`config.mk`:
```
export PLATFORM = sky130hd
export DESIGN_NAME = gsc_gesture_sequence_control
export DESIGN_NICKNAME = d
export VERILOG_FILES = /design/src/shared/gsc_pkg.sv /design/src/hw/gsc_gesture_sequence_control.sv
export SDC_FILE = /design/constraint.sdc
export NUM_CORES = 1
export LEC_CHECK = 0
export BUFFER_PORTS_ARGS = -buffer_cell sky130_fd_sc_hd__buf_2
export CORE_MARGIN = 2
export CORE_UTILIZATION = 53
export DETAILED_ROUTE_END_ITERATION = 6
export PLACE_DENSITY_LB_ADDON = 0.15
export REMOVE_ABC_BUFFERS = 1
export SETUP_SLACK_MARGIN = 0.5
export SLEW_MARGIN = 20
export SYNTH_ARGS = -nofsm -noshare
export SYNTH_HDL_FRONTEND = slang
export SYNTH_SLANG_ARGS = --single-unit
export TNS_END_PERCENT = 5
```
`constraint.sdc`:
```
create_clock -name clk_sys -period 4.8 [get_ports clk_sys]
set_clock_uncertainty 0.1 [all_clocks]
set_input_delay 0.48 -clock clk_sys [delete_from_list [all_inputs] [get_ports clk_sys]]
set_output_delay 0.48 -clock clk_sys [all_outputs]
set_load 0.02 [all_outputs]
```
`src/shared/gsc_pkg.sv`:
```
// Constants and types shared by the gesture sequence controller
`default_nettype none
package gsc_pkg;
	localparam int unsigned EMITTER_COUNT = 3;
	localparam int unsigned RESULT_WIDTH = 16;
	localparam logic [1:0] EMITTER_ONE = 2'h0;
	localparam logic [1:0] EMITTER_TWO = 2'h1;
	localparam logic [1:0] EMITTER_THREE = 2'h2;
	// Index of the gesture ready bit inside the flag word
	localparam int unsigned FLAG_GESTURE_READY = 0;
	localparam int unsigned FLAG_SINGLE_READY = 1;
	localparam int unsigned FLAG_WIDTH = 2;
	localparam logic [RESULT_WIDTH-1:0] RESULT_RESET = 16'h0000;
	localparam logic [FLAG_WIDTH-1:0] FLAG_RESET = 2'h0;
	// Gray-coded sequence: idle -> fire -> wait -> store -> idle, or store -> fire for the next gesture slot
	typedef enum logic [1:0] {
		GSC_IDLE = 2'b00,
		GSC_FIRE = 2'b01,
		GSC_WAIT = 2'b11,
		GSC_STORE = 2'b10
	} gsc_state_t;
endpackage
`default_nettype wire

```
`src/hw/gsc_gesture_sequence_control.sv`:
```
// Gesture sequence controller: emitter sequencing, result capture, flags and interrupt
`timescale 1ns/1ps
`default_nettype none
module gsc_gesture_sequence_control (
	// Clock and reset
	input wire logic clk_sys,
	input wire logic rstn,
	// Host configuration
	input wire logic gesture_enable,
	input wire logic forced_measure_mode,
	input wire logic [1:0] emitter_select,
	input wire logic interrupt_enable,
	input wire logic trigger_write,
	input wire logic flag_read,
	// Analog front end
	input wire logic convert_done,
	input wire logic [15:0] convert_result,
	// Emitter drive and conversion request
	output logic [2:0] infrared_emitter,
	output logic convert_start,
	// Results and status
	output logic [15:0] proximity_result_one,
	output logic [15:0] proximity_channel_two,
	output logic [15:0] proximity_result_three,
	output logic [1:0] interrupt_flags,
	output logic forced_measure_trigger,
	output logic busy,
	output logic int_n
);
	// ----------------------------------------
	// Internal state
	// ----------------------------------------
	gsc_pkg::gsc_state_t state;
	gsc_pkg::gsc_state_t next_state;
	logic [1:0] slot;
	logic [1:0] next_slot;
	logic gesture_run;
	logic [15:0] result_bank [gsc_pkg::EMITTER_COUNT];
	logic [2:0] emitter_mask;

	// ----------------------------------------
	// State decode
	// ----------------------------------------
	wire idle = (state == gsc_pkg::GSC_IDLE);
	wire firing = (state == gsc_pkg::GSC_FIRE);
	wire waiting = (state == gsc_pkg::GSC_WAIT);
	wire storing = (state == gsc_pkg::GSC_STORE);

	// ----------------------------------------
	// Launch and sequencing decode
	// ----------------------------------------
	// Free-running mode measures continually; forced mode only on trigger
	wire launch = idle && (forced_measure_trigger || !forced_measure_mode);
	wire launch_gesture = launch && gesture_enable && forced_measure_mode;
	wire last_slot = !gesture_run || (slot == gsc_pkg::EMITTER_THREE);
	wire store_now = waiting && convert_done;
	wire done_gesture = store_now && gesture_run && last_slot;
	wire done_single = store_now && !gesture_run;
	wire [1:0] start_slot = launch_gesture ? gsc_pkg::EMITTER_ONE : emitter_select;
	wire advance_slot = storing && !last_slot;

	// ----------------------------------------
	// Flag and interrupt decode
	// ----------------------------------------
	wire [1:0] next_flags_set = {done_single, done_gesture};
	// Flags that survive this cycle's read-clear
	wire [1:0] flags_kept = flag_read ? gsc_pkg::FLAG_RESET : interrupt_flags;
	// Set wins over a simultaneous read-clear
	wire [1:0] next_flags = flags_kept | next_flags_set;
	// A flag cleared by this read counts as zero, so a new set still pulls low
	wire rising_flag = |(next_flags_set & ~flags_kept);
	wire pull_int = rising_flag && interrupt_enable;
	wire release_int = flag_read && !pull_int;

	// ----------------------------------------
	// Slot selection
	// ----------------------------------------
	always_comb begin
		next_slot = slot;
		if (launch) begin
			next_slot = start_slot;
		end else if (advance_slot) begin
			next_slot = slot + 2'h1;
		end
	end

	// ----------------------------------------
	// Per-emitter drive mask and result bank
	// ----------------------------------------
	// An invalid selection lights nothing and stores nothing
	genvar gi;
	generate
		for (gi = 0; gi < gsc_pkg::EMITTER_COUNT; gi++) begin : g_emitter
			wire hit = (slot == 2'(gi));
			assign emitter_mask[gi] = hit;
			always_ff @(posedge clk_sys) begin
				if (!rstn) begin
					result_bank[gi] <= gsc_pkg::RESULT_RESET;
				end else if (store_now && hit) begin
					result_bank[gi] <= convert_result;
				end
			end
		end
	endgenerate

	assign proximity_result_one = result_bank[0];
	assign proximity_channel_two = result_bank[1];
	assign proximity_result_three = result_bank[2];

	// ----------------------------------------
	// Next-state logic
	// ----------------------------------------
	always_comb begin
		next_state = state;
		case (state)
			gsc_pkg::GSC_IDLE: begin
				if (launch) begin
					next_state = gsc_pkg::GSC_FIRE;
				end
			end
			gsc_pkg::GSC_FIRE: next_state = gsc_pkg::GSC_WAIT;
			gsc_pkg::GSC_WAIT: begin
				if (convert_done) begin
					next_state = gsc_pkg::GSC_STORE;
				end
			end
			gsc_pkg::GSC_STORE: begin
				next_state = last_slot ? gsc_pkg::GSC_IDLE : gsc_pkg::GSC_FIRE;
			end
			default: next_state = gsc_pkg::GSC_IDLE;
		endcase
	end

	// ----------------------------------------
	// Sequencer state
	// ----------------------------------------
	always_ff @(posedge clk_sys) begin
		if (!rstn) begin
			state <= gsc_pkg::GSC_IDLE;
		end else begin
			state <= next_state;
		end
	end

	always_ff @(posedge clk_sys) begin
		if (!rstn) begin
			slot <= gsc_pkg::EMITTER_ONE;
		end else begin
			slot <= next_slot;
		end
	end

	// The run kind is latched at launch so a mid-run enable change cannot mix modes
	always_ff @(posedge clk_sys) begin
		if (!rstn) begin
			gesture_run <= 1'b0;
		end else if (launch) begin
			gesture_run <= launch_gesture;
		end
	end

	// ----------------------------------------
	// Conversion request and busy status
	// ----------------------------------------
	always_ff @(posedge clk_sys) begin
		if (!rstn) begin
			convert_start <= 1'b0;
		end else begin
			convert_start <= firing;
		end
	end

	always_ff @(posedge clk_sys) begin
		if (!rstn) begin
			busy <= 1'b0;
		end else begin
			busy <= (next_state != gsc_pkg::GSC_IDLE);
		end
	end

	// ----------------------------------------
	// Emitter drive
	// ----------------------------------------
	// Emitter stays lit from fire until its result is taken
	always_ff @(posedge clk_sys) begin
		if (!rstn) begin
			infrared_emitter <= 3'h0;
		end else if (firing) begin
			infrared_emitter <= emitter_mask;
		end else if (store_now) begin
			infrared_emitter <= 3'h0;
		end
	end

	// ----------------------------------------
	// Trigger bit: set by host, cleared on start
	// ----------------------------------------
	always_ff @(posedge clk_sys) begin
		if (!rstn) begin
			forced_measure_trigger <= 1'b0;
		end else if (trigger_write) begin
			forced_measure_trigger <= 1'b1;
		end else if (launch) begin
			forced_measure_trigger <= 1'b0;
		end
	end

	// ----------------------------------------
	// Interrupt flags
	// ----------------------------------------
	// Flags are sticky until the host reads them
	always_ff @(posedge clk_sys) begin
		if (!rstn) begin
			interrupt_flags <= gsc_pkg::FLAG_RESET;
		end else begin
			interrupt_flags <= next_flags;
		end
	end

	// ----------------------------------------
	// Interrupt pin
	// ----------------------------------------
	// A new rise in the read cycle keeps the pin low, so no event is lost
	always_ff @(posedge clk_sys) begin
		if (!rstn) begin
			int_n <= 1'b1;
		end else if (pull_int) begin
			int_n <= 1'b0;
		end else if (release_int) begin
			int_n <= 1'b1;
		end
	end
endmodule // gsc_gesture_sequence_control
`default_nettype wire

```
==> results_dict.tcl, run 1 <==
set metrics [dict create \
    utilization_pct 69.8 \
    relSlewSlack_pct 49.7 \
    fin_crit_sh_pct 40.2 \
    synthMuxAreaShare_pct 0 \
    clk_path_buf_depth 2 \
    setup_violations 0 \
    post-cts-setup-buffers 0 \
    crit_slowest_cell "nand2_1" \
    crit_type "reg -> reg" \
    cp_data_arrival_time_ns 1.78 \
    fmax_mhz 519 \
    status "completed" \
    drc 0 \
    grt_pass1_wl_um 7130 \
    cp-end-kind "flop" \
    rsz0062_at_grt "no" \
    synth-seq-cells 62 \
    grtUsageTotal_pct 18.7 \
    drt-initial-drc-count 133 \
    hp-class "in -> reg" \
    r2r_slack_ns 2.87 \
    cp_cell_sequence "and3_1 > nand2_1 > nand2_1" \
    vias_per_cell 4.98 \
    worst_pin_slew_ns 0.753 \
    synthDistinctLibCells 26 \
    drive_gt1_share_pct 36.5 \
    grtUsageMet3_pct 5.28 \
    grt_max_degree 20 \
    syn_inst 178 \
    cpMostUsedCell "nand2_1" \
    cts_root_buffer "clkbuf_8" \
    synth-seq-area-share_pct 69.7 \
    synth.avg_cell_area_sq_um 13.9 \
    path_depth 3 \
    chipHeight_um 72.3 \
    synthXorXnorAreaFrac_pct 0 \
    start_kind "flop" \
    cts.clk_slew.worst_paths_ns 0.06 \
    yosysTopAreaCell "edfxtp_1" \
    synth-compound-area-share_pct 4.25 \
    wirelength_um 4550 \
    dp_hpwl_um 3180 \
    synth_top_area_share_pct 58.3 \
    syn_to_final_growth_pct 24.6 \
    grt_overflow_total 0 \
    place_congestion 0.812 \
    yosys.area_share.simple_pct 21.8 \
    critPathMaxStageDelay_ns 0.57 \
    p_leak_uw 0.00136 \
    std_cell_rows 24 \
    insertion_delay_ns 0.32 \
    period_needed_ns 1.93 \
    r2r_cells 3 \
    ant_nets 0 \
    vias 1608 \
    grtUsageMet1_pct 23.3 \
    synth_fa_ha_area_share_pct 1.52 \
    power.density_nw_per_um2 366 \
    port_buffers 82 \
    crit_buf_inv 0 \
    cts_resized 0 \
    synth_top_family_by_area "simple AND/OR/NAND/NOR gates" \
    cts_tree "done" \
    hold_violations 0 \
    grt_pass1_vias 1507 \
    fp.coreArea_sq_um 4410 \
    slew_violations 0 \
    cts_buffers 9 \
    maxCapViolations 0 \
    grt_antenna_before_repair 0 \
    io_pins 83 \
    die_w_um 72.3 \
    cts_sinks 62 \
    yosys_warnings 0 \
    crit_required_ns 4.65 \
    drtPass1Iterations 4 \
    cp_top_family "simple AND/OR/NAND/NOR gates" \
    final.setup.tns_ns 0 \
    diodes 0 \
    start_util_pct 56.0 \
    post_drt_wl_per_cell_um 14.1 \
    gr-usage-met2_pct 29.3 \
    min_path_cells 2 \
    die_area_sq_um 5220 \
    fin_nets 295 \
    htreeDepth 3 \
    postCtsHoldBufs 0 \
    top_usage_layer "met2" \
    ir_drop_mv 0.172 \
    worst-path-max-fanout 16 \
    synth.area.top_cells "edfxtp_1, and2_1, dfxtp_1, buf_6, nand2_1" \
    netlist_area_sq_um 2470 \
]
[registers in the layout (all words and copies together) (netlist names)]
register,cells
int_n,1
busy,1
infrared_emitter,3
slot,2
gesture_run,1
forced_measure_trigger,1
result_bank,48
convert_start,1
interrupt_flags,2
state,2
[worst paths after layout]
check / startpoint / end
worst max-delay path: state[1] / result_bank[1][8]
worst min-delay path: trigger_write / forced_measure_trigger
worst max register to register: state[1] / result_bank[1][8]
worst min register to register: interrupt_flags[1] / interrupt_flags[1]
[stage by stage]
step           worst slack, ns  std cells  area [sq um]  hold WS, ns  power, uW
4_1_cts                   2.84        323          3080        0.253       1130
6_report                  2.87        323          3080        0.267       1130
5_1_grt                   2.72        323          3080        0.265       1170
3_3_place_gp              2.78        307          2900        0.414        724
3_5_place_dp              2.71        307          2900        0.415        726
2_1_floorplan             3.12        173          2420        0.388        682
[per-layer routing]
metal / wire [um] / vias to the layer above / part of all wire, %
met5: 0 / - / 0
met4: 90 / 0 / 2.0
met3: 289 / 9 / 6.4
met2: 2210 / 64 / 49
met1: 1960 / 744 / 43
li1: - / 791 / -
[cell families after synthesis]
logic type,Yosys count
and+or+nand+nor,87
DFF,62
buffers and inverters,10
adders and majority gates,3
AOI/OAI and AO/OA,16
[worst reg2reg max path, stage by stage (launching register included)]
cell	delay (ns)
dfxtp_1	0.41
and3_1	0.39
nand2_1	0.09
nand2_1	0.57
[placed cells by master, fill, tap and decap left out, types with 3 or more instances in the layout]
cell      netlist  layout
clkbuf_1        1       3
nor2b_1         7       7
a21oi_1         3       3
edfxtp_1       48      48
o21ai_0         3       3
nor3_1          3       3
and2_1         50      50
inv_1           5       5
ha_1            3       3
a22oi_1         3       3
and3_4          3       3
buf_2           0      82
nand2_1        12      12
clkbuf_8        0      12
o21a_1          3       3
dfxtp_1        14      14
[where the power goes]
part | internal, uW | leakage (uW) | total (uW) | switching (uW)
Combinational | 36.1 | 0.000654 | 102 | 65.7
Sequential | 601 | 0.000611 | 611 | 10.5
Clock | 230 | 0.0000937 | 413 | 183
[synth_stat cells]
cell type,n
and2b_1,2
and4bb_1,1
and3_1,2
clkbuf_1,1
nand4_1,1
nor3_1,3
inv_1,5
nand2b_1,2
edfxtp_1,48
nor2b_1,7
and2_1,50
ha_1,3
o21a_1,3
nand2_1,12
o2bb2ai_1,1
buf_6,4
a31oi_1,1
and3_4,3
nor4b_2,1
o21ai_0,3
a22oi_1,3
a21oi_1,3
a21boi_0,2
nor3b_1,1
nor2_1,2
dfxtp_1,14
[layout make-up]
class                      instances  area (sq um)
sequential                        62          1720
fill                             338          1340
multi-input combinational        106           682
timing repair buffer              82           410
clock buffer                      15           176
tap                               52          65.1
inverter                           5          18.8
clock inverter                     1          5.00
(Power assumes the default switching activity.)
==> run 2: changes to the inputs <==
- ABC_AREA: default -> 1
- CORE_UTILIZATION: 53 -> 49
- clock period: 4.8 -> 1.8 ns (I/O delays scaled with it)
==> run 2 against run 1 <==
Effect of this change: worst hold slack lost 0.25 ns; cell count grew 14%; synthesized cell count increased by 14%; critical path depth grew 4; via count is 9.1% higher; non-clock buffer count is 15 higher; first-iteration DRC count decreased by 12%; core utilization is 0.66 points lower; routed wire length up 13%; die area grew 2.4%; register-to-register slack lost 2.6 ns; critical endpoint is now result_bank[2][13].
==> results_dict.tcl, run 2 <==
set metrics [dict create \
    status "completed" \
    fin_nets 337 \
    cp_top_family "simple AND/OR/NAND/NOR gates" \
    port_buffers 82 \
    synth_common_cells "nor2_1, edfxtp_1, inv_1" \
    io_pins 83 \
    start_util_pct 50.3 \
    hold_violations 0 \
    final_cell_area_sq_um 3220 \
    relSlewSlack_pct 69.9 \
    vias 1755 \
    largest_register_ffs 48 \
    synth-seq-cells 62 \
    grt_max_degree 17 \
    power.density_nw_per_um2 985 \
    fp.coreArea_sq_um 4660 \
    chipHeight_um 73.2 \
    top_regs "result_bank (48), infrared_emitter (3)" \
    syn_to_final_growth_pct 37.4 \
    drtPass1Iterations 4 \
    crit_required_ns 1.90 \
    diodes 0 \
    synthDistinctLibCells 18 \
    cp_cell_sequence "nand2_2 > nor2_4 > inv_4 > buf_6 > nor2_4 > nand2_4 > nor2_2" \
    std_cell_rows 25 \
    synthXorXnorAreaFrac_pct 0 \
    grt_pass1_wl_um 7780 \
    synth_edf_count 48 \
    min_from "gesture_enable" \
    drc 0 \
    ant_nets 0 \
    syn_inst 203 \
    worst_pin_slew_ns 0.452 \
    async_flop_share_pct 0 \
    synth.avg_cell_area_sq_um 11.5 \
    die_area_sq_um 5350 \
    grt_antenna_before_repair 0 \
    synth-compound-area-share_pct 3.20 \
    drt-initial-drc-count 117 \
    reg2reg_from "state[1]" \
    cp_data_arrival_time_ns 1.58 \
    layout_common_cells "buf_2, nor2_1, edfxtp_1" \
    cts_tree "done" \
    setup_violations 0 \
    synth_fa_ha_area_share_pct 1.60 \
    netlist_area_sq_um 2340 \
    fin_crit_sh_pct 82.2 \
    cp-end-kind "flop" \
    synth_top_family_by_area "simple AND/OR/NAND/NOR gates" \
    dpl_cell_area_sq_um 2870 \
    grt_pass1_vias 1668 \
    setup_ws_ns 0.320 \
    synth-seq-area-share_pct 73.5 \
    hp-class "in -> reg" \
    critPathMaxStageDelay_ns 0.34 \
    maxCapViolations 0 \
    hold_ws_ns 0.0210 \
    crit_slowest_cell "dfxtp_2" \
    cts.clk_slew.worst_paths_ns 0.06 \
    top_register "result_bank" \
    place_congestion 0.708 \
    start_kind "flop" \
    cts_root_buffer "clkbuf_8" \
    mostFrequentLayoutCell "buf_2" \
    vias_per_cell 4.78 \
    fmax_mhz 676 \
    nFillCells 374 \
    yosysTopAreaCell "edfxtp_1" \
    yosys_warnings 0 \
    wirelength_um 5120 \
    synth_top_area_share_pct 61.5 \
    cts_buffers 9 \
    p_leak_uw 0.00152 \
    cts_sinks 62 \
    htreeDepth 3 \
    yosys.area_share.simple_pct 15.7 \
    post_drt_wl_per_cell_um 14.0 \
    die_w_um 73.2 \
    insertion_delay_ns 0.34 \
    rsz0062_at_grt "yes" \
    dp_hpwl_um 3320 \
    cpMostUsedCell "nor2_4" \
    synthMuxAreaShare_pct 0 \
    clk_path_buf_depth 2 \
    worst-path-max-fanout 8 \
    critPathLaunch "state[1]" \
    grtUsageTotal_pct 20.2 \
    synth.area.top_cells "edfxtp_1, dfxtp_1, nor2_1, inv_1, nand2_1" \
    crit_buf_inv 2 \
    dp_worst_setup_slack_ns 0.215 \
    crit_type "reg -> reg" \
    synth_top_flop_cell "edfxtp_1" \
    slew_violations 0 \
    ir_drop_mv 0.658 \
    synthMostInstantiatedCell "nor2_1" \
    period_needed_ns 1.48 \
    grt_overflow_total 0 \
    drive_gt1_share_pct 42.2 \
]
[run 2: cell type report]
type                            instances  area [sq um]  share of cell area, %
Tap cell                               54          67.6                   2.10
Multi-Input combinational cell        107           552                   17.1
Clock inverter                          6          52.6                   1.63
Inverter                               31           119                   3.69
Clock buffer                           10           128                   3.96
Timing Repair Buffer                   97           576                   17.9
Sequential cell                        62          1730                   53.6
[run 2: layer usage]
metal  share of wire [%]  up-vias  GRT usage [%]
met5                   0        -              0
met4                 2.1        0           8.85
met3                 6.2       11           7.32
met2                  51       67           32.4
met1                  41      805           24.4
li1                    -      872              -
[run 2: logic make-up (layout without fill, tap and decap cells)]
| family | count (synthesis) | after routing |
|---|---|---|
| compound gates | 14 | 14 |
| flops | 62 | 62 |
| buf+inv | 35 | 144 |
| simple gates | 89 | 90 |
| fa+ha+maj | 3 | 3 |
[run 2: worst paths after layout]
check                        end  slack (ns)  cells past startpoint
min                  gesture_run        0.02                      3
max reg2reg   result_bank[2][13]        0.32                      7
min reg2reg  infrared_emitter[0]        0.39                      2
max           result_bank[2][13]        0.32                      7
[run 2: where the power goes]
group          switching [uW]  total (uW)  internal, uW  leakage [uW]
registers                29.2        1650          1620      0.000612
clock network             507        1130           622     0.0000949
logic                     259         397           138      0.000817
[run 2: timing repair]
item                                   4_1_cts  5_1_grt
pin swaps                                    4        3
setup endpoints to repair                  100      103
resized for setup                           16       11
cloned                                       2        1
setup buffers                                4        1
endpoints found under the hold margin        2        0
hold buffers                                 2        0
[run 2: worst min-delay path, cell delays in order]
cell	delay, ns
buf_2	0.10
nand3_1	0.07
a21oi_1	0.05
[run 2: stage by stage]
step / std cells / setup TNS, ns / util [%] / total power (uW)
finish: 367 / 0 / 69.1 / 3170
global route: 367 / 0 / 69.1 / 3310
CTS: 365 / 0 / 67.9 / 3190
detailed placement: 341 / 0 / 61.5 / 2030
global placement: 341 / 0 / 61.5 / 2020
floorplan: 199 / -26.32 / - / 1880
